$ cat config.mk
export PLATFORM = sky130hd
export DESIGN_NAME = pmic_power_up_handshake
export DESIGN_NICKNAME = d
export VERILOG_FILES = /design/src/rtl/pmic_seq_pkg.sv /design/src/rtl/countdown_timer.sv /design/src/rtl/pmic_power_up_handshake.sv
export SDC_FILE = /design/constraint.sdc
export NUM_CORES = 1
export LEC_CHECK = 0
export BUFFER_PORTS_ARGS = -buffer_cell sky130_fd_sc_hd__buf_4
export CAP_MARGIN = 20
export CORE_AREA = 5 5 110 190
export CTS_CLUSTER_DIAMETER = 40
export DETAILED_ROUTE_END_ITERATION = 16
export DIE_AREA = 0 0 115 195
export GPL_TIMING_DRIVEN = 0
export HOLD_SLACK_MARGIN = 0.15
export PLACE_DENSITY_LB_ADDON = 0.15
export SLEW_MARGIN = 20
export SYNTH_ARGS = -nofsm -noshare
export SYNTH_HDL_FRONTEND = slang
export SYNTH_SLANG_ARGS = --single-unit
$ cat constraint.sdc
create_clock -name sys_clk_in -period 4.5 [get_ports sys_clk_in]
set_input_delay 0.45 -clock sys_clk_in [delete_from_list [all_inputs] [get_ports sys_clk_in]]
set_output_delay 0.45 -clock sys_clk_in [all_outputs]
set_load 0.01 [all_outputs]
$ cat src/rtl/pmic_seq_pkg.sv
package pmic_seq_pkg;

  // Clock
  localparam int CLK_PERIOD_PS = 4000;

  // Rails, in index order
  localparam int RAILS   = 7;
  localparam int RAIL_W  = 3;
  localparam int LEVEL_W = 12;
  localparam int TIMER_W = 26;

  localparam logic [RAIL_W-1:0] RAIL_RTC    = 3'h0;
  localparam logic [RAIL_W-1:0] RAIL_MEM    = 3'h1;
  localparam logic [RAIL_W-1:0] RAIL_LDO1V8 = 3'h2;
  localparam logic [RAIL_W-1:0] RAIL_SW3V3  = 3'h3;
  localparam logic [RAIL_W-1:0] RAIL_LDO3V3 = 3'h4;
  localparam logic [RAIL_W-1:0] RAIL_CORE   = 3'h5;
  localparam logic [RAIL_W-1:0] RAIL_CPU    = 3'h6;
  localparam logic [RAIL_W-1:0] RAIL_LAST   = 3'h6;

  localparam logic [RAILS-1:0] RTC_MASK  = 7'h01;
  localparam logic [RAILS-1:0] ALL_MASK  = 7'h7F;
  localparam logic [RAILS-1:0] NONE_MASK = 7'h00;

  // Strobes 1, 2, 3, 4 and 5 after strobe 15 (the RTC rail)
  localparam int STEP_W = 3;
  localparam logic [STEP_W-1:0] STEP_FIRST = 3'h0;
  localparam logic [STEP_W-1:0] STEP_LAST  = 3'h4;
  localparam logic [STEP_W-1:0] STEP_INC   = 3'h1;
  localparam logic [RAILS-1:0] STEP_MASK [0:4] = '{7'h02, 7'h04, 7'h08, 7'h10, 7'h60};

  // Levels in millivolts
  localparam logic [LEVEL_W-1:0] MV_1V1  = 12'h44C;
  localparam logic [LEVEL_W-1:0] MV_1V35 = 12'h546;
  localparam logic [LEVEL_W-1:0] MV_1V5  = 12'h5DC;
  localparam logic [LEVEL_W-1:0] MV_1V8  = 12'h708;
  localparam logic [LEVEL_W-1:0] MV_3V3  = 12'hCE4;
  localparam logic [LEVEL_W-1:0] LEVEL_DEFAULT [0:RAILS-1] =
    '{MV_1V8, MV_1V5, MV_1V8, MV_3V3, MV_3V3, MV_1V1, MV_1V1};

  // Times and derived cycle counts
  localparam int RTC_STABLE_NS  = 10000;
  localparam int WAKE_PULSE_NS  = 1000;
  localparam int RAIL_TIMEOUT_US = 1000;
  localparam int LED_FLASH_MS    = 250;
  localparam int RTC_STABLE_CYC = (RTC_STABLE_NS * 1000 + CLK_PERIOD_PS - 1) / CLK_PERIOD_PS;
  localparam int WAKE_PULSE_CYC = (WAKE_PULSE_NS * 1000 + CLK_PERIOD_PS - 1) / CLK_PERIOD_PS;
  localparam int RAIL_TIMEOUT_CYC_DEF = (RAIL_TIMEOUT_US * 1000000 + CLK_PERIOD_PS - 1) / CLK_PERIOD_PS;
  localparam int LED_FLASH_CYC_DEF = int'((64'(LED_FLASH_MS) * 64'd1000000000) / 64'(CLK_PERIOD_PS));

  // Sequencer states
  typedef enum logic [5:0] {
    ST_OFF      = 6'h01,
    ST_RTC_UP   = 6'h02,
    ST_WAIT_REQ = 6'h04,
    ST_SEQ      = 6'h08,
    ST_ACTIVE   = 6'h10,
    ST_FAULT    = 6'h20
  } seq_state_t;

endpackage : pmic_seq_pkg

$ cat src/rtl/countdown_timer.sv
`timescale 1ns/100ps
`default_nettype none
module countdown_timer #(
  parameter int W = 26
) (
  // Clock and reset
  input  wire logic         sys_clk_in,
  input  wire logic         rst_b_in,
  // Control
  input  wire logic         start_in,
  input  wire logic [W-1:0] load_in,
  // Status
  output logic              busy_out,
  output logic              last_out,
  output logic              done_out
);

  logic [W-1:0] count_reg;
  logic [W-1:0] count_next;
  logic         done_reg;
  logic         done_next;

  always_comb begin
    count_next = count_reg;
    done_next  = 1'b0;
    if (start_in) begin
      count_next = load_in;
    end else if (count_reg != '0) begin
      count_next = count_reg - 1'b1;
      done_next  = (count_reg == {{(W-1){1'b0}}, 1'b1});
    end
  end

  always_ff @(posedge sys_clk_in) begin
    if (!rst_b_in) begin
      count_reg <= '0;
      done_reg  <= 1'b0;
    end else begin
      count_reg <= count_next;
      done_reg  <= done_next;
    end
  end

  assign busy_out = (count_reg != '0);
  assign last_out = (count_reg == {{(W-1){1'b0}}, 1'b1});
  assign done_out = done_reg;

endmodule : countdown_timer
`default_nettype wire

$ cat src/rtl/pmic_power_up_handshake.sv
`timescale 1ns/100ps
`default_nettype none
module pmic_power_up_handshake #(
  parameter int RAIL_TIMEOUT_CYC = pmic_seq_pkg::RAIL_TIMEOUT_CYC_DEF,
  parameter int LED_FLASH_CYC    = pmic_seq_pkg::LED_FLASH_CYC_DEF
) (
  // Clock and reset
  input  wire logic                                              sys_clk_in,
  input  wire logic                                              rst_b_in,
  // Power input, processor handshake, button and memory strap
  input  wire logic                                              power_present_in,
  input  wire logic                                              power_enable_request_in,
  input  wire logic                                              power_button_in,
  input  wire logic                                              memory_low_voltage_in,
  // Rail monitors
  input  wire logic [pmic_seq_pkg::RAILS-1:0]                    rail_good_in,
  // Decoded control_serial_bus writes
  input  wire logic                                              cmd_valid_in,
  input  wire logic [pmic_seq_pkg::RAIL_W-1:0]                   cmd_rail_in,
  input  wire logic                                              cmd_enable_in,
  input  wire logic [pmic_seq_pkg::LEVEL_W-1:0]                  cmd_level_in,
  input  wire logic                                              irq_clear_in,
  // Rail control
  output logic [pmic_seq_pkg::RAILS-1:0]                         rail_enable_out,
  output logic [pmic_seq_pkg::RAILS*pmic_seq_pkg::LEVEL_W-1:0]   rail_level_out,
  // Processor signals and power indicator
  output logic                                                   rtc_supply_good_out,
  output logic                                                   all_rails_good_out,
  output logic                                                   processor_wake_out,
  output logic                                                   event_irq_n_out,
  output logic                                                   event_irq_oe_n_out,
  output logic                                                   power_led_out
);

  localparam logic [pmic_seq_pkg::TIMER_W-1:0] RTC_LOAD   = pmic_seq_pkg::RTC_STABLE_CYC[pmic_seq_pkg::TIMER_W-1:0];
  localparam logic [pmic_seq_pkg::TIMER_W-1:0] TMO_LOAD   = RAIL_TIMEOUT_CYC[pmic_seq_pkg::TIMER_W-1:0];
  localparam logic [pmic_seq_pkg::TIMER_W-1:0] FLASH_LOAD = LED_FLASH_CYC[pmic_seq_pkg::TIMER_W-1:0];
  localparam logic [pmic_seq_pkg::TIMER_W-1:0] WAKE_LOAD  = pmic_seq_pkg::WAKE_PULSE_CYC[pmic_seq_pkg::TIMER_W-1:0];

  pmic_seq_pkg::seq_state_t                 state_reg;
  pmic_seq_pkg::seq_state_t                 state_next;
  logic [pmic_seq_pkg::STEP_W-1:0]          step_reg;
  logic [pmic_seq_pkg::STEP_W-1:0]          step_next;
  logic [pmic_seq_pkg::RAILS-1:0]           enable_reg;
  logic [pmic_seq_pkg::RAILS-1:0]           enable_next;
  logic [pmic_seq_pkg::LEVEL_W-1:0]         level_reg  [0:pmic_seq_pkg::RAILS-1];
  logic [pmic_seq_pkg::LEVEL_W-1:0]         level_next [0:pmic_seq_pkg::RAILS-1];
  logic                                     rtc_good_reg;
  logic                                     rtc_good_next;
  logic                                     all_good_reg;
  logic                                     all_good_next;
  logic                                     btn_q_reg;
  logic                                     irq_oe_n_reg;
  logic                                     irq_oe_n_next;
  logic                                     wake_reg;
  logic                                     wake_next;
  logic                                     led_reg;
  logic                                     led_next;
  logic                                     lowv_reg;
  logic                                     lowv_next;
  logic                                     strap_taken_reg;
  logic                                     press;
  logic                                     seq_start;
  logic [pmic_seq_pkg::TIMER_W-1:0]         seq_load;
  logic                                     seq_done;
  logic                                     flash_start;
  logic                                     flash_busy;
  logic                                     flash_last;
  logic                                     wake_busy;
  logic                                     wake_last;
  logic                                     cmd_ok;
  logic [pmic_seq_pkg::LEVEL_W-1:0]         mem_floor;

  // One timer serves both the RTC settle time and the per-strobe timeout
  countdown_timer #(.W(pmic_seq_pkg::TIMER_W)) seq_timer (
    .sys_clk_in (sys_clk_in),
    .rst_b_in   (rst_b_in),
    .start_in   (seq_start),
    .load_in    (seq_load),
    .busy_out   (),
    .last_out   (),
    .done_out   (seq_done)
  );

  countdown_timer #(.W(pmic_seq_pkg::TIMER_W)) flash_timer (
    .sys_clk_in (sys_clk_in),
    .rst_b_in   (rst_b_in),
    .start_in   (flash_start),
    .load_in    (FLASH_LOAD),
    .busy_out   (flash_busy),
    .last_out   (flash_last),
    .done_out   ()
  );

  countdown_timer #(.W(pmic_seq_pkg::TIMER_W)) wake_timer (
    .sys_clk_in (sys_clk_in),
    .rst_b_in   (rst_b_in),
    .start_in   (press),
    .load_in    (WAKE_LOAD),
    .busy_out   (wake_busy),
    .last_out   (wake_last),
    .done_out   ()
  );

  // Memory floor follows the memory type strap
  assign mem_floor = lowv_reg ? pmic_seq_pkg::MV_1V35 : pmic_seq_pkg::MV_1V5;
  // The RTC rail is never switched by software; a low memory level is refused
  assign cmd_ok = cmd_valid_in && (cmd_rail_in != pmic_seq_pkg::RAIL_RTC) && (cmd_rail_in <= pmic_seq_pkg::RAIL_LAST);

  always_comb begin
    state_next    = state_reg;
    step_next     = step_reg;
    enable_next   = enable_reg;
    rtc_good_next = rtc_good_reg;
    all_good_next = all_good_reg;
    seq_start     = 1'b0;
    seq_load      = TMO_LOAD;
    flash_start   = 1'b0;
    for (int i = 0; i < pmic_seq_pkg::RAILS; i++) begin
      level_next[i] = level_reg[i];
    end
    unique case (state_reg)
      pmic_seq_pkg::ST_OFF: begin
        if (power_present_in) begin
          state_next  = pmic_seq_pkg::ST_RTC_UP;
          enable_next = pmic_seq_pkg::RTC_MASK;
          seq_start   = 1'b1;
          seq_load    = RTC_LOAD;
        end
      end
      pmic_seq_pkg::ST_RTC_UP: begin
        if (!rail_good_in[pmic_seq_pkg::RAIL_RTC]) begin
          seq_start = 1'b1;
          seq_load  = RTC_LOAD;
        end else if (seq_done) begin
          state_next    = pmic_seq_pkg::ST_WAIT_REQ;
          rtc_good_next = 1'b1;
        end
      end
      pmic_seq_pkg::ST_WAIT_REQ: begin
        if (power_enable_request_in) begin
          state_next  = pmic_seq_pkg::ST_SEQ;
          step_next   = pmic_seq_pkg::STEP_FIRST;
          enable_next = pmic_seq_pkg::RTC_MASK | pmic_seq_pkg::STEP_MASK[pmic_seq_pkg::STEP_FIRST];
          seq_start   = 1'b1;
          for (int i = 0; i < pmic_seq_pkg::RAILS; i++) begin
            level_next[i] = pmic_seq_pkg::LEVEL_DEFAULT[i];
          end
        end
      end
      pmic_seq_pkg::ST_SEQ: begin
        if (!power_enable_request_in) begin
          state_next  = pmic_seq_pkg::ST_WAIT_REQ;
          enable_next = pmic_seq_pkg::RTC_MASK;
        end else if ((rail_good_in & enable_reg) == enable_reg) begin
          if (step_reg == pmic_seq_pkg::STEP_LAST) begin
            state_next    = pmic_seq_pkg::ST_ACTIVE;
            all_good_next = 1'b1;
          end else begin
            step_next   = step_reg + pmic_seq_pkg::STEP_INC;
            enable_next = enable_reg | pmic_seq_pkg::STEP_MASK[step_reg + pmic_seq_pkg::STEP_INC];
            seq_start   = 1'b1;
          end
        end else if (seq_done) begin
          state_next  = pmic_seq_pkg::ST_FAULT;
          enable_next = pmic_seq_pkg::RTC_MASK;
          flash_start = 1'b1;
        end
      end
      pmic_seq_pkg::ST_ACTIVE: begin
        if (!power_enable_request_in) begin
          state_next    = pmic_seq_pkg::ST_WAIT_REQ;
          enable_next   = pmic_seq_pkg::RTC_MASK;
          all_good_next = 1'b0;
        end else if (cmd_ok) begin
          enable_next[cmd_rail_in] = cmd_enable_in;
          // Core rail writes are taken as given; the processor must keep it at 1.1V
          if (!((cmd_rail_in == pmic_seq_pkg::RAIL_MEM) && (cmd_level_in < mem_floor))) begin
            level_next[cmd_rail_in] = cmd_level_in;
          end
        end
      end
      pmic_seq_pkg::ST_FAULT: begin
        // Held here until the request drops, so a stuck request cannot loop faults
        if (!power_enable_request_in) begin
          state_next = pmic_seq_pkg::ST_WAIT_REQ;
        end
      end
    endcase
    if (!power_present_in) begin
      state_next    = pmic_seq_pkg::ST_OFF;
      enable_next   = pmic_seq_pkg::NONE_MASK;
      rtc_good_next = 1'b0;
      all_good_next = 1'b0;
      flash_start   = 1'b0;
    end
  end

  // Events, indicator and strap
  assign press = power_button_in && !btn_q_reg && power_present_in;

  always_comb begin
    irq_oe_n_next = !(press || (!irq_oe_n_reg && !irq_clear_in));
    wake_next = press || (wake_busy && !wake_last);
    led_next  = (state_next == pmic_seq_pkg::ST_ACTIVE) || flash_start || (flash_busy && !flash_last);
    lowv_next = strap_taken_reg ? lowv_reg : memory_low_voltage_in;
  end

  always_ff @(posedge sys_clk_in) begin
    if (!rst_b_in) begin
      state_reg       <= pmic_seq_pkg::ST_OFF;
      step_reg        <= pmic_seq_pkg::STEP_FIRST;
      enable_reg      <= pmic_seq_pkg::NONE_MASK;
      rtc_good_reg    <= 1'b0;
      all_good_reg    <= 1'b0;
      btn_q_reg       <= 1'b0;
      irq_oe_n_reg    <= 1'b1;
      wake_reg        <= 1'b0;
      led_reg         <= 1'b0;
      lowv_reg        <= 1'b0;
      strap_taken_reg <= 1'b0;
      for (int i = 0; i < pmic_seq_pkg::RAILS; i++) begin
        level_reg[i] <= pmic_seq_pkg::LEVEL_DEFAULT[i];
      end
    end else begin
      state_reg       <= state_next;
      step_reg        <= step_next;
      enable_reg      <= enable_next;
      rtc_good_reg    <= rtc_good_next;
      all_good_reg    <= all_good_next;
      btn_q_reg       <= power_button_in;
      irq_oe_n_reg    <= irq_oe_n_next;
      wake_reg        <= wake_next;
      led_reg         <= led_next;
      lowv_reg        <= lowv_next;
      strap_taken_reg <= 1'b1;
      for (int i = 0; i < pmic_seq_pkg::RAILS; i++) begin
        level_reg[i] <= level_next[i];
      end
    end
  end

  assign rail_enable_out     = enable_reg;
  assign rtc_supply_good_out = rtc_good_reg;
  assign all_rails_good_out  = all_good_reg;
  assign processor_wake_out  = wake_reg;
  assign event_irq_n_out     = 1'b0;
  assign event_irq_oe_n_out  = irq_oe_n_reg;
  assign power_led_out       = led_reg;

  for (genvar g = 0; g < pmic_seq_pkg::RAILS; g++) begin : g_level
    assign rail_level_out[g*pmic_seq_pkg::LEVEL_W +: pmic_seq_pkg::LEVEL_W] = level_reg[g];
  end
endmodule : pmic_power_up_handshake
`default_nettype wire

-- Word-level counts from Yosys, hierarchy flattened
Memory sizes are Yosys's and may differ from the RTL's.
Index checks and enable logic that the tools add are counted.
- bits in registers: 103
- input port bits: 31
- memory bits (read-only): 56
- bits in writable memories: 84
- memories kept: 2
- output and inout bits: 97
- magnitude comparators: 7
- reduce and logical (&&, ||, !) cells: 39
- bitwise logic cells: 13
- add/sub/neg operators: 4
- mux-type cells: 72
- equality and inequality tests: 22
- memory list (memory ; depth ; width ; rd ports ; clocked after Yosys merged registers in ; wr ports ; RTL line ; text):
    level_reg ; 7 ; 12 ; 7 ; 0 ; 7 ; pmic_power_up_handshake.sv:46 ; logic [pmic_seq_pkg::LEVEL_W-1:0] level_reg [0:pmic_seq_pkg::RAILS-1];
    (no name shown) ; 8 ; 7 ; 1 ; 0 ; 0 ; pmic_power_up_handshake.sv:161 ; enable_next = enable_reg | pmic_seq_pkg::STEP_MASK[step_reg + pmic_seq_pkg::STEP_INC];
- operators with widths (operator ; count):
    $mux 84 ; 4
    $pmux 84 s2 ; 1
    $mux 26 ; 4
    $mux 12 ; 8
    $bwmux 84 ; 1
    $eq 26x1->1 const B ; 3
    $reduce_bool 26->1 ; 3
    $sub 26x1->26 const B ; 3
    $mux 7 ; 9
    $mux 6 ; 9
    $demux 12 s3 ; 1
    $mux 18 ; 2
    $pmux 18 s2 ; 1
    $pmux 6 s5 ; 1
    $pmux 7 s4 ; 1
    $mux 8 ; 3
    $mux 1 ; 18
    $reduce_and 5->1 ; 3
    $eq 6x5->1 const B ; 2
    $lt 12x11->1 ; 1
    $mux 3 ; 4
    $ne 2x2->1 const B ; 6
    $logic_and 1x1->1 ; 10
    $reduce_bool 2->1 ; 5
    35 further kinds ; 54

-- Longest topological paths before layout
Gate-level depths: netlist (run 1).
- depth in word-level cells: 11
- mapped depth: 9
- mapped depth without buffers: 7

-- By module
Synthesis (run 1) repeated with hierarchy kept, for this count alone.
- cells, all modules: 1047
- area total of the unflattened synthesis: 9270.1 sq um
- modules (own cells, without submodules) (module ; cells each ; seq. area each (sq um) ; instances ; area an instance (sq um)):
    countdown_timer ; 187 ; 540.5 ; 3 ; 1547.7
    pmic_power_up_handshake ; 486 ; 2162.1 ; 1 ; 4626.9

-- Least setup slack after synthesis (run 1)
Ideal clock, no wire load.
- path kind: register to register
- start point: register seq_timer.count_reg[0]
- end point: register seq_timer.count_reg[7]
- buffers on the path: 2
- clock period less this slack: 2.470 ns
- arrival time: 2.336 ns
- data required time: 4.366 ns
- path slack: 2.030 ns
- cell stages (with the launch flop): 10
- cells stage by stage: dfxtp_1 -> inv_1 -> ha_1 -> or4b_1 -> clkbuf_1 -> or4_4 -> buf_2 -> o211ai_1 -> xor2_1 -> a21oi_1
- longest elaborated chain between the ends: 3
- elaborated cells between the ends (all ways): 5
- those cells by class: add/sub: 1; mux: 2; reduce/logical: 2
- ends and longest elaborated chain (element ; RTL line ; text):
    start, declared ; countdown_timer.sv:18 ; logic [W-1:0] count_reg;
    start signal, assigned ; countdown_timer.sv:39 ; count_reg <= count_next;
    $sub 26x1->26 ; countdown_timer.sv:29 ; count_next = count_reg - 1'b1;
    $mux 26 ; countdown_timer.sv:28 ; end else if (count_reg != '0) begin
    $mux 26 ; countdown_timer.sv:26 ; if (start_in) begin
Parallel ways exist; a longest one is shown, timed or not. The select of a mux whose other input is x is not followed.
A chain may end at the register's enable or synchronous reset.

==> results of run 1 <==
==> what timing repair did <==
item	CTS	global route
setup endpoints to repair	0	0
endpoints found under the hold margin	1	0
hold buffers	1	0
==> where the power goes <==
group	switching, uW	internal (uW)
Clock	668	824
Combinational	1400	897
Sequential	215	1880
==> placed cells by master, fill, tap and decap left out, types with 6 or more instances in the layout <==
master and count:
a211oi_1 10, a21oi_1 41, a31oi_1 7, and2_1 17, buf_2 6, buf_4 126
clkbuf_1 44, clkbuf_16 17, dfxtp_1 187, ha_1 14, inv_1 19, mux2i_1 15
nand2_1 67, nand2b_1 41, nand3_1 53, nand4_1 15, nor2_1 70, nor3_1 28
nor4_1 15, o2111ai_1 6, o211ai_1 9, o21a_1 14, o21ai_0 43, o221a_2 10
o22ai_1 7, o2bb2ai_1 19, o31a_1 7, o31ai_1 14, or3_1 17, or4_1 18
xnor2_1 27, xor2_1 22
==> worst min-delay path by stage <==
| stage | startpoint | end | slack, ps | cells past startpoint |
|---|---|---|---|---|
| floorplan | wake_timer.count_reg[11]$_SDFFE_PP0P_ | wake_timer.count_reg[11]$_SDFFE_PP0P_ | 450 | 2 |
| global placement | level_reg[0][3]$_SDFFE_PN1P_ | level_reg[0][3]$_SDFFE_PN1P_ | 420 | 1 |
| detailed placement | level_reg[0][3]$_SDFFE_PN1P_ | level_reg[0][3]$_SDFFE_PN1P_ | 430 | 1 |
| CTS | irq_clear_in | event_irq_oe_n_out$_SDFF_PN1_ | 230 | 3 |
| global route | irq_clear_in | event_irq_oe_n_out$_SDFF_PN1_ | 240 | 3 |
| finish | power_button_in | btn_q_reg$_SDFF_PN0_ | 240 | 2 |
==> per-layer routing <==
layer	vias up	routed length (um)	global-route usage
li1	3912	-	-
met3	55	1260	0.0440
met1	3728	9990	0.261
met4	0	973	0.105
met2	241	13000	0.398
met5	-	0	0
==> worst reg2reg max path, stage by stage, from the launching register on <==
cell,delay [ps]
dfxtp_1,300
clkbuf_1,200
nor4b_2,690
nand2_1,390
o31ai_1,730
a21oi_1,450
o2bb2ai_1,240
==> cells by family after synthesis <==
kind of cell,Yosys count,share of synthesized area
AOI/OAI and AO/OA,241,0.199
adders and majority gates,14,0.0201
DFF,187,0.430
buffers and inverters,71,0.0328
other,1,0.000431
muxes,17,0.0203
xor gates and xnor gates,49,0.0493
and+or+nand+nor,393,0.248
==> cell type report <==
cell class	count	share of cell area
multi-input cells	715	0.444
flip-flops and latches	187	0.355
repair buffers	126	0.0900
clock buffers	20	0.0414
well taps	241	0.0286
plain buffers	50	0.0196
clock inverters	12	0.0133
inverters	21	0.00748
diodes	1	0.000237
==> per-stage QoR <==
| stage | instances | setup WS (ps) | power [uW] |
|---|---|---|---|
| 3_5_place_dp | 1339 | 1350 | 4400 |
| 6_report | 1373 | 1380 | 5880 |
| 5_1_grt | 1373 | 1100 | 6290 |
| 3_3_place_gp | 1339 | 1310 | 4370 |
| 4_1_cts | 1372 | 1420 | 5900 |
| 2_1_floorplan | 973 | 2030 | 3870 |
==> summary.txt, run 1 <==
Status
  – Outcome: finished clean

Timing
  – Worst-case hold slack: 242 ps
  – Final Max Tran Viols: 0
  – Rel. slew slack: 0.368
  – Clock skew: 13.0 ps
  – Highest clock rate: 321 MHz
  – RSZ-0062 raised after global routing: no
  – Min Tclk post-route: 3120 ps
  – Tcrit/Tclk final: 0.692
  – Number of setup violations in the final report: 0
  – Setup TNS: 0 ps
  – Final Hold Vio Count: 0
  – Slew @ Worst Pin: 947 ps

Drt
  – DR vias: 7936
  – Post-Route WL: 25300 um
  – Post-route DRC: 0
  – Initial DRC Count: 507
  – Vias per Instance: 5.78
  – DR WL/cell: 18.4 um
  – DRT Pass-1 Iters: 5
  – Post-route ant nets: 0

Worst setup path
  – Critical Path Max Stage Delay: 720 ps
  – Top Family by Delay on Critical Path: compound AO/OA/AOI/OAI gates
  – CP Cell Sequence: clkbuf_1, nor4b_2, nand2_1, o31ai_1, a21oi_1, o2bb2ai_1
  – Setup crit end: level_reg[6][1]$_SDFFE_PN0P_
  – Critical Path RT: 4820 ps
  – Crit Path Max Fanout: 10
  – Crit. End Element: register
  – Worst setup path startpoint: state_reg[3]$_SDFF_PN0_
  – FF-to-FF Start: state_reg[3]$_SDFF_PN0_
  – FF-to-FF setup slack: 1380 ps
  – Worst setup SP type: register
  – Reg2reg path depth: 6
  – Critical path depth in cells: 6
  – RR Endpoint: level_reg[6][1]$_SDFFE_PN0P_
  – Buf+Inv Stages, Crit Path: 1
  – Worst EP arrival: 3430 ps
  – Slowest-stage cell, CP: o31ai_1
  – Crit path kind: register to register

Floorplan
  – Rows: 67
  – Starting Density: 0.455
  – Die area: 22400 um^2
  – Chip width: 115 um
  – Die height: 195 um
  – IO Pins: 128
  – Core Box Area: 19100 um^2

Logic synthesis
  – Number of synthesized flops with an enable pin: 0
  – Mapped Nets: 1018
  – Yosys warnings: 0
  – Dominant cells by area after synthesis: dfxtp_1, nand3_1, nor2_1
  – Top FF cell, synth: dfxtp_1
  – Area leader, netlist: dfxtp_1
  – Mapped Cells: 973
  – Syn_area_per_cell: 8.94 um^2
  – Yosys reg bits: 187
  – Post-synth ARST share: 0
  – Most frequent cell after synthesis: dfxtp_1
  – Distinct cells, synth: 82
  – Seq/Total Area, Yosys: 0.430
  – Mapped Area: 8700 um^2
  – Share of the synthesized area in the top cell type: 0.430
  – Post-synth top cells: dfxtp_1, nor2_1, nand2_1

Place
  – Routability cong.: 0.877
  – Post-DP Area: 9950 um^2
  – DP HPWL: 19100 um
  – IO Port Bufs: 125

GRT
  – Largest net degree at the start of global routing: 17
  – Number of global-route vias before repair: 7750
  – Grt ovf: 0
  – Initial antenna violation count: 1
  – Tot GR Track Use: 0.227
  – First-pass GRT wire length: 40700 um

Final layout
  – Fill cell count: 1851
  – Share of cells above drive strength 1: 0.174
  – Layout area overhead: 21.1%
  – Final instance area: 10500 um^2
  – Reg area: 3740 um^2
  – Finished Core Util: 0.551
  – Largest register FFs: 84
  – Multi-input gate area: 4680 um^2
  – Nets@finish: 1163

Clocking
  – TritonCTS Sinks: 187
  – Root Buffer: clkbuf_16
  – Post-CTS sizing: 0
  – CTS clk-pin slew, worst paths: 70 ps
  – TritonCTS buffer count: 17
  – Worst-skew pair later-pin latency: 440 ps
  – Post-CTS setup buffer count: 0
  – H-tree depth: 4
  – Max Root-Sink Buffers: 2
  – CTS tree: yes

Power and ir drop
  – Max IR drop VDD: 419 uV
  – Leak: 0.00398 uW
  – Cell Pwr Density: 558 nW/um^2

Min path
  – Worst hold path type: primary input to register

Job
  – Max cap viols: 0
Note: power is estimated with default switching activity, not from simulation.
==> run 2, diff against run 1 <==
==> constraint.sdc (replaced) <==
create_clock -name sys_clk_in -period 3 [get_ports sys_clk_in]
set_input_delay 0.3 -clock sys_clk_in [delete_from_list [all_inputs] [get_ports sys_clk_in]]
set_output_delay 0.3 -clock sys_clk_in [all_outputs]
set_load 0.01 [all_outputs]
==> run 2 against run 1 <==
  * The flow now finishes with violations (setup timing)
  * Worst hold slack got worse by 74 ps
  * Non-clock buffer count rose by 6
  * Via count rose by 1.1%
  * Die area did not move
  * Register-to-register slack got worse by 1400 ps
  * Fmax rose by 2.7%
  * Final area rose by 0.88%
  * Total power rose by 50%
  * Cell count rose by 0.44%
  * Critical path type unchanged
  * Critical endpoint is now seq_timer.done_out$_SDFF_PP0_
  * Highest routed layer unchanged
==> summary.txt, run 2 (same netlist as run 1, synthesis figures left out) <==
Timing
  – Highest clock rate: 330 MHz (+2.7%)
  – Setup TNS: -214 ps (-214 ps)
  – Slew @ Worst Pin: 898 ps (-49.0 ps)
  – Min Tclk post-route: 3030 ps (-80.8 ps)
  – Number of setup violations in the final report: 10 (+10)
  – RSZ-0062 raised after global routing: yes
  – Final Max Tran Viols: 0 (unchanged)
  – Clock skew: 12.9 ps (-0.0907 ps)
  – Final Hold Vio Count: 0 (unchanged)
  – Final worst slack: -34.8 ps (-1420 ps)
  – Rel. slew slack: 0.398 (+0.0290)
  – Tcrit/Tclk final: 1.01 (+0.319)

Final layout
  – Largest register FFs: 84 (unchanged)
  – Final instance area: 10600 um^2 (+0.88%)
  – Fill cell count: 1840 (-0.59%)
  – Share of cells above drive strength 1: 0.180 (+0.00612)
  – Multi-input gate area: 4710 um^2 (+0.64%)
  – Reg area: 3740 um^2 (unchanged)
  – Layout area overhead: 22.2%
  – Most frequent cells in the layout: dfxtp_1, buf_4, nor2_1, nand2_1, nand3_1
  – Commonest non-fill, non-tap cell in the layout: dfxtp_1
  – Nets@finish: 1169 (+0.52%)

Worst setup path
  – Crit. End Element: register
  – FF-to-FF Start: state_reg[3]$_SDFF_PN0_
  – CP dominant cell by count: clkbuf_1
  – Crit path kind: register to register
  – CP Cell Sequence: clkbuf_1, nor4b_2, and2_1, a41oi_1, nand2_1, clkbuf_1, nor2_1
  – Reg2reg path depth: 7 (+1)
  – Critical Path Max Stage Delay: 600 ps (-120 ps)
  – RR Endpoint: seq_timer.done_out$_SDFF_PP0_
  – FF-to-FF setup slack: -30 ps (-1420 ps)
  – Slowest-stage cell, CP: nor4b_2
  – Buf+Inv Stages, Crit Path: 2 (+1)
  – Crit Path Max Fanout: 10 (unchanged)
  – Critical Path RT: 3310 ps (-1510 ps)
  – Worst setup SP type: register
  – Top Family by Delay on Critical Path: simple AND/OR/NAND/NOR gates
  – Worst EP arrival: 3350 ps (-80 ps)

Min path
  – Hold Path Sink: level_reg[4][5]$_SDFFE_PN1P_
  – Worst hold path type: primary input to register
  – Hold Path Stages: 3 (+1)
  – HP Start: cmd_level_in[5]

Clocking
  – TritonCTS buffer count: 17 (unchanged)
  – CTS tree: yes
  – Post-CTS setup buffer count: 0 (unchanged)
  – Root Buffer: clkbuf_16
  – H-tree depth: 4 (unchanged)
  – Max Root-Sink Buffers: 2 (unchanged)
  – CTS clk-pin slew, worst paths: 70 ps (about the same)
  – Worst-skew pair later-pin latency: 450 ps (about the same)
  – TritonCTS Sinks: 187 (unchanged)

Place
  – IO Port Bufs: 125 (unchanged)
  – DP HPWL: 19100 um (unchanged)
  – Routability cong.: 0.877 (unchanged)
  – Post-DP Area: 9950 um^2 (unchanged)

GRT
  – Grt ovf: 0 (unchanged)
  – Number of global-route vias before repair: 7777 (+0.35%)
  – Initial antenna violation count: 1 (unchanged)
  – Largest net degree at the start of global routing: 17 (unchanged)
  – Tot GR Track Use: 0.228 (+0.000761)
  – First-pass GRT wire length: 40800 um (+0.32%)

Drt
  – DRT Pass-1 Iters: 5 (unchanged)
  – Post-route ant nets: 0 (unchanged)
  – DR WL/cell: 18.5 um (+0.40%)
  – DR vias: 8022 (+1.1%)
  – Post-Route WL: 25500 um (+0.84%)
  – Initial DRC Count: 488 (-3.7%)
  – Post-route DRC: 0 (unchanged)
  – Vias per Instance: 5.82 (+0.64%)

Floorplan
  – IO Pins: 128 (unchanged)
  – Die height: 195 um (unchanged)
  – Rows: 67 (unchanged)
  – Starting Density: 0.455 (unchanged)
  – Die area: 22400 um^2 (unchanged)
  – Core Box Area: 19100 um^2 (unchanged)
  – Chip width: 115 um (unchanged)

Power and ir drop
  – Leak: 0.00402 uW (+0.99%)
  – Total power: 8830 uW (+50%)
  – Cell Pwr Density: 831 nW/um^2 (+49%)
  – Max IR drop VDD: 631 uV (+51%)

Job
  – Max cap viols: 0 (unchanged)

Status
  – Failing checks: setup timing
  – Outcome: finished with violations
run 2: changes by cell type in the layout (fill, tap and decap cells not counted), sizes merged:
cell / change
dlygate4sd3: +6
run 2: worst max path at each step:
stage                                   startpoint                                   to  slack [ps]  cells past startpoint
2_1_floorplan  seq_timer.count_reg[0]$_SDFFE_PN0P_  seq_timer.count_reg[7]$_SDFFE_PN0P_         530                      9
3_3_place_gp               power_enable_request_in        seq_timer.done_out$_SDFF_PP0_         -40                      7
3_5_place_dp               state_reg[3]$_SDFF_PN0_        level_reg[6][11]$_SDFFE_PN0P_         -50                      6
4_1_cts                    state_reg[3]$_SDFF_PN0_        seq_timer.done_out$_SDFF_PP0_           8                      7
5_1_grt                    state_reg[3]$_SDFF_PN0_         level_reg[6][0]$_SDFFE_PN0P_        -190                      6
6_report                   state_reg[3]$_SDFF_PN0_        seq_timer.done_out$_SDFF_PP0_         -30                      7
run 2: routing by layer:
metal | vias up | share of wire | track usage
li1 | 3932 | - | -
met1 | 3801 | 0.40 | 0.261
met2 | 234 | 0.52 | 0.401
met3 | 55 | 0.047 | 0.0440
met4 | 0 | 0.037 | 0.104
met5 | - | 0 | 0
run 2: layout make-up:
class | count | area share
clock buffer | 20 | 0.0411
clock inverter | 12 | 0.0132
antenna | 1 | 0.000235
sequential | 187 | 0.352
inverter | 21 | 0.00741
timing repair buffer | 132 | 0.0949
multi-input combinational | 715 | 0.443
tap | 241 | 0.0284
buffer | 50 | 0.0197
run 2: per-stage QoR:
step           instances  utilization  setup slack (ps)  hold slack, ps
3_3_place_gp        1339        0.520             -42.7             423
5_1_grt             1379        0.556              -191             158
6_report            1379        0.556             -34.8             168
3_5_place_dp        1339        0.521             -53.1             424
4_1_cts             1378        0.556              8.10             157
2_1_floorplan        973            -               530             328
run 2: what timing repair did:
item	in CTS	in global routing
endpoints found under the setup margin	26	68
hold buffers	7	0
resized for setup	5	6
hold endpoints to repair	7	0
run 2: where the power goes:
group / leakage [uW] / switching, uW / total, uW / internal (uW)
clock: 0.000271 / 1010 / 2240 / 1240
sequential: 0.00152 / 324 / 3140 / 2820
combinational: 0.00223 / 2100 / 3450 / 1350
total: 0.00402 / 3430 / 8830 / 5410
run 2: worst reg2reg max path, stage by stage, from the launching register on:
cell	delay (ps)
dfxtp_1	310
clkbuf_1	340
nor4b_2	600
and2_1	320
a41oi_1	360
nand2_1	380
clkbuf_1	470
nor2_1	110
==> run 3, diff against run 2 <==
--- a/config.mk
+++ b/config.mk
@@ -9,6 +9,7 @@
 export CAP_MARGIN = 20
 export CORE_AREA = 5 5 110 190
 export CTS_CLUSTER_DIAMETER = 40
+export CTS_CLUSTER_SIZE = 8
 export DETAILED_ROUTE_END_ITERATION = 16
 export DIE_AREA = 0 0 115 195
 export GPL_TIMING_DRIVEN = 0
@@ -18,3 +19,4 @@
 export SYNTH_ARGS = -nofsm -noshare
 export SYNTH_HDL_FRONTEND = slang
 export SYNTH_SLANG_ARGS = --single-unit
+export TNS_END_PERCENT = 30
==> run 3 against run 2 <==
  * The flow still finishes with violations (setup timing)
  * First-iteration DRC count rose by 1.8%
  * Clock power barely moved
  * Clock skew barely moved
  * Die area did not move
  * Cell count did not move
  * Final area barely moved
  * Worst hold slack barely moved
  * Critical endpoint unchanged
  * Largest power group unchanged
==> summary.txt, run 3 (same netlist as run 1, synthesis figures left out) <==
Timing
  – Slew @ Worst Pin: 909 ps (+10.8 ps)
  – Number of setup violations in the final report: 10 (unchanged)
  – Highest clock rate: 329 MHz (-0.14%)
  – Final worst slack: -39.1 ps (-4.26 ps)
  – Final Hold Vio Count: 0 (unchanged)
  – Rel. slew slack: 0.391 (-0.00638)
  – Min Tclk post-route: 3040 ps (+4.26 ps)
  – RSZ-0062 raised after global routing: yes
  – Clock skew: 12.8 ps (-0.0670 ps)
  – Tcrit/Tclk final: 1.01 (+0.00142)
  – Final Max Tran Viols: 0 (unchanged)

Power and ir drop
  – P_int: 5400 uW (about the same)
  – Total power: 8830 uW (about the same)
  – Combinational fraction of design power: 0.391 (about the same)
  – Leak: 0.00401 uW (-0.15%)
  – Seq pwr share: 0.356 (about the same)
  – Switching portion of total power: 0.388 (about the same)
  – Max IR drop VDD: 631 uV (about the same)
  – Clock power share: 0.254 (about the same)
  – Cell Pwr Density: 831 nW/um^2 (about the same)
  – Sw Pwr: 3430 uW (-0.11%)

Final layout
  – Reg area: 3740 um^2 (unchanged)
  – Nets@finish: 1169 (unchanged)
  – Finished Layout Cells: 1379 (unchanged)
  – Layout area overhead: 22.1% (about the same)
  – Most frequent cells in the layout: dfxtp_1, buf_4, nor2_1, nand2_1, nand3_1
  – Share of cells above drive strength 1: 0.179 (-0.00176)
  – Largest register FFs: 84 (unchanged)
  – Multi-input gate area: 4710 um^2 (unchanged)
  – Fill cell count: 1842 (+0.11%)
  – Commonest non-fill, non-tap cell in the layout: dfxtp_1

Worst setup path
  – CP Cell Sequence: clkbuf_1, nor4b_2, and2_1, a41oi_1, nand2_1, clkbuf_1, nor2_1
  – Critical Path Max Stage Delay: 610 ps (about the same)
  – Crit path kind: register to register
  – Worst setup SP type: register
  – CP dominant cell by count: clkbuf_1
  – Crit Path Max Fanout: 10 (unchanged)
  – Slowest-stage cell, CP: nor4b_2
  – Critical Path RT: 3310 ps (about the same)
  – Worst EP arrival: 3350 ps (about the same)
  – FF-to-FF setup slack: -40 ps (about the same)
  – Crit. End Element: register
  – Reg2reg path depth: 7 (unchanged)

Floorplan
  – Rows: 67 (unchanged)
  – Die area: 22400 um^2 (unchanged)
  – IO Pins: 128 (unchanged)
  – Die height: 195 um (unchanged)
  – Core Box Area: 19100 um^2 (unchanged)
  – Starting Density: 0.455 (unchanged)
  – Chip width: 115 um (unchanged)

Drt
  – DR vias: 8005 (-0.21%)
  – Vias per Instance: 5.80 (-0.21%)
  – DRT Pass-1 Iters: 5 (unchanged)
  – Post-route DRC: 0 (unchanged)
  – Post-route ant nets: 0 (unchanged)
  – DR WL/cell: 18.4 um (-0.11%)
  – Post-Route WL: 25400 um (-0.11%)
  – Initial DRC Count: 497 (+1.8%)

Clocking
  – TritonCTS Sinks: 187 (unchanged)
  – Max Root-Sink Buffers: 2 (unchanged)
  – CTS clk-pin slew, worst paths: 70 ps (about the same)
  – TritonCTS buffer count: 17 (unchanged)
  – Worst-skew pair later-pin latency: 440 ps (about the same)
  – Root Buffer: clkbuf_16
  – H-tree depth: 4 (unchanged)
  – CTS tree: yes

GRT
  – Grt ovf: 0 (unchanged)
  – Largest net degree at the start of global routing: 17 (unchanged)
  – First-pass GRT wire length: 40800 um (about the same)
  – Number of global-route vias before repair: 7784 (+0.090%)
  – Initial antenna violation count: 1 (unchanged)
  – Tot GR Track Use: 0.228 (about the same)

Place
  – IO Port Bufs: 125 (unchanged)
  – Routability cong.: 0.877 (unchanged)
  – DP HPWL: 19100 um (unchanged)
  – DP Cell Count: 1339 (unchanged)

Min path
  – Hold Path Stages: 3 (unchanged)
  – Worst hold path type: primary input to register

Status
  – Failing checks: setup timing
  – Outcome: finished with violations

Job
  – Max cap viols: 0 (unchanged)
-- run 3: cell counts in the layout (fill, tap and decap cells not counted) --
Identical to the previous run, type by type.
-- run 3: final cells by class --
type | count | share of cell area
Multi-Input combinational cell | 715 | 0.443
Sequential cell | 187 | 0.352
Timing Repair Buffer | 132 | 0.0949
Clock buffer | 20 | 0.0411
Tap cell | 241 | 0.0284
Buffer | 50 | 0.0194
Clock inverter | 12 | 0.0132
Inverter | 21 | 0.00742
Antenna cell | 1 | 0.000235
-- run 3: repair_timing --
| item | 4_1_cts | 5_1_grt |
|---|---|---|
| hold buffers | 7 | 0 |
| buffers inserted | 0 | 0 |
| hold endpoints to repair | 7 | 0 |
| endpoints found under the setup margin | 26 | 79 |
| gates resized for setup | 3 | 4 |
| pin swaps | 0 | 0 |
-- run 3: power groups by stage --
stage,Combinational [uW],Sequential [uW],Clock (uW)
floorplan,2680,3120,0
global placement,3370,3180,0
detailed placement,3420,3190,0
CTS,3440,3140,2280
global route,3870,3190,2380
finish,3450,3140,2240
-- run 3: worst paths after layout --
kind	startpoint	to
max reg2reg	state_reg[3]$_SDFF_PN0_	seq_timer.done_out$_SDFF_PP0_
max	state_reg[3]$_SDFF_PN0_	seq_timer.done_out$_SDFF_PP0_
min reg2reg	level_reg[0][3]$_SDFFE_PN1P_	level_reg[0][3]$_SDFFE_PN1P_
min	cmd_level_in[5]	level_reg[4][5]$_SDFFE_PN1P_
-- run 3: routing by layer --
| layer | global-route usage | vias up | wire, um |
|---|---|---|---|
| met5 | 0 | - | 0 |
| met4 | 0.104 | 0 | 958 |
| met3 | 0.0440 | 55 | 1210 |
| met2 | 0.401 | 228 | 13100 |
| met1 | 0.261 | 3793 | 10200 |
| li1 | - | 3929 | - |
-- run 3: critical path, delay by kind of cell, from the launching register on --
kind            cells  cell delay (ps)
compound gates      1              360
flops               1              310
simple gates        4             1410
buf+inv             2              810
-- run 3: through the flow --
stage / utilization / setup WS, ps / hold WS (ps) / setup TNS (ps) / area, um^2
global placement: 0.520 / -42.7 / 423 / -271 / 9940
detailed placement: 0.521 / -53.1 / 424 / -408 / 9950
finish: 0.556 / -39.1 / 168 / -257 / 10600
floorplan: - / 530 / 328 / 0 / 8700
global route: 0.556 / -191 / 158 / -6790 / 10600
CTS: 0.555 / -6.10 / 157 / -6.58 / 10600
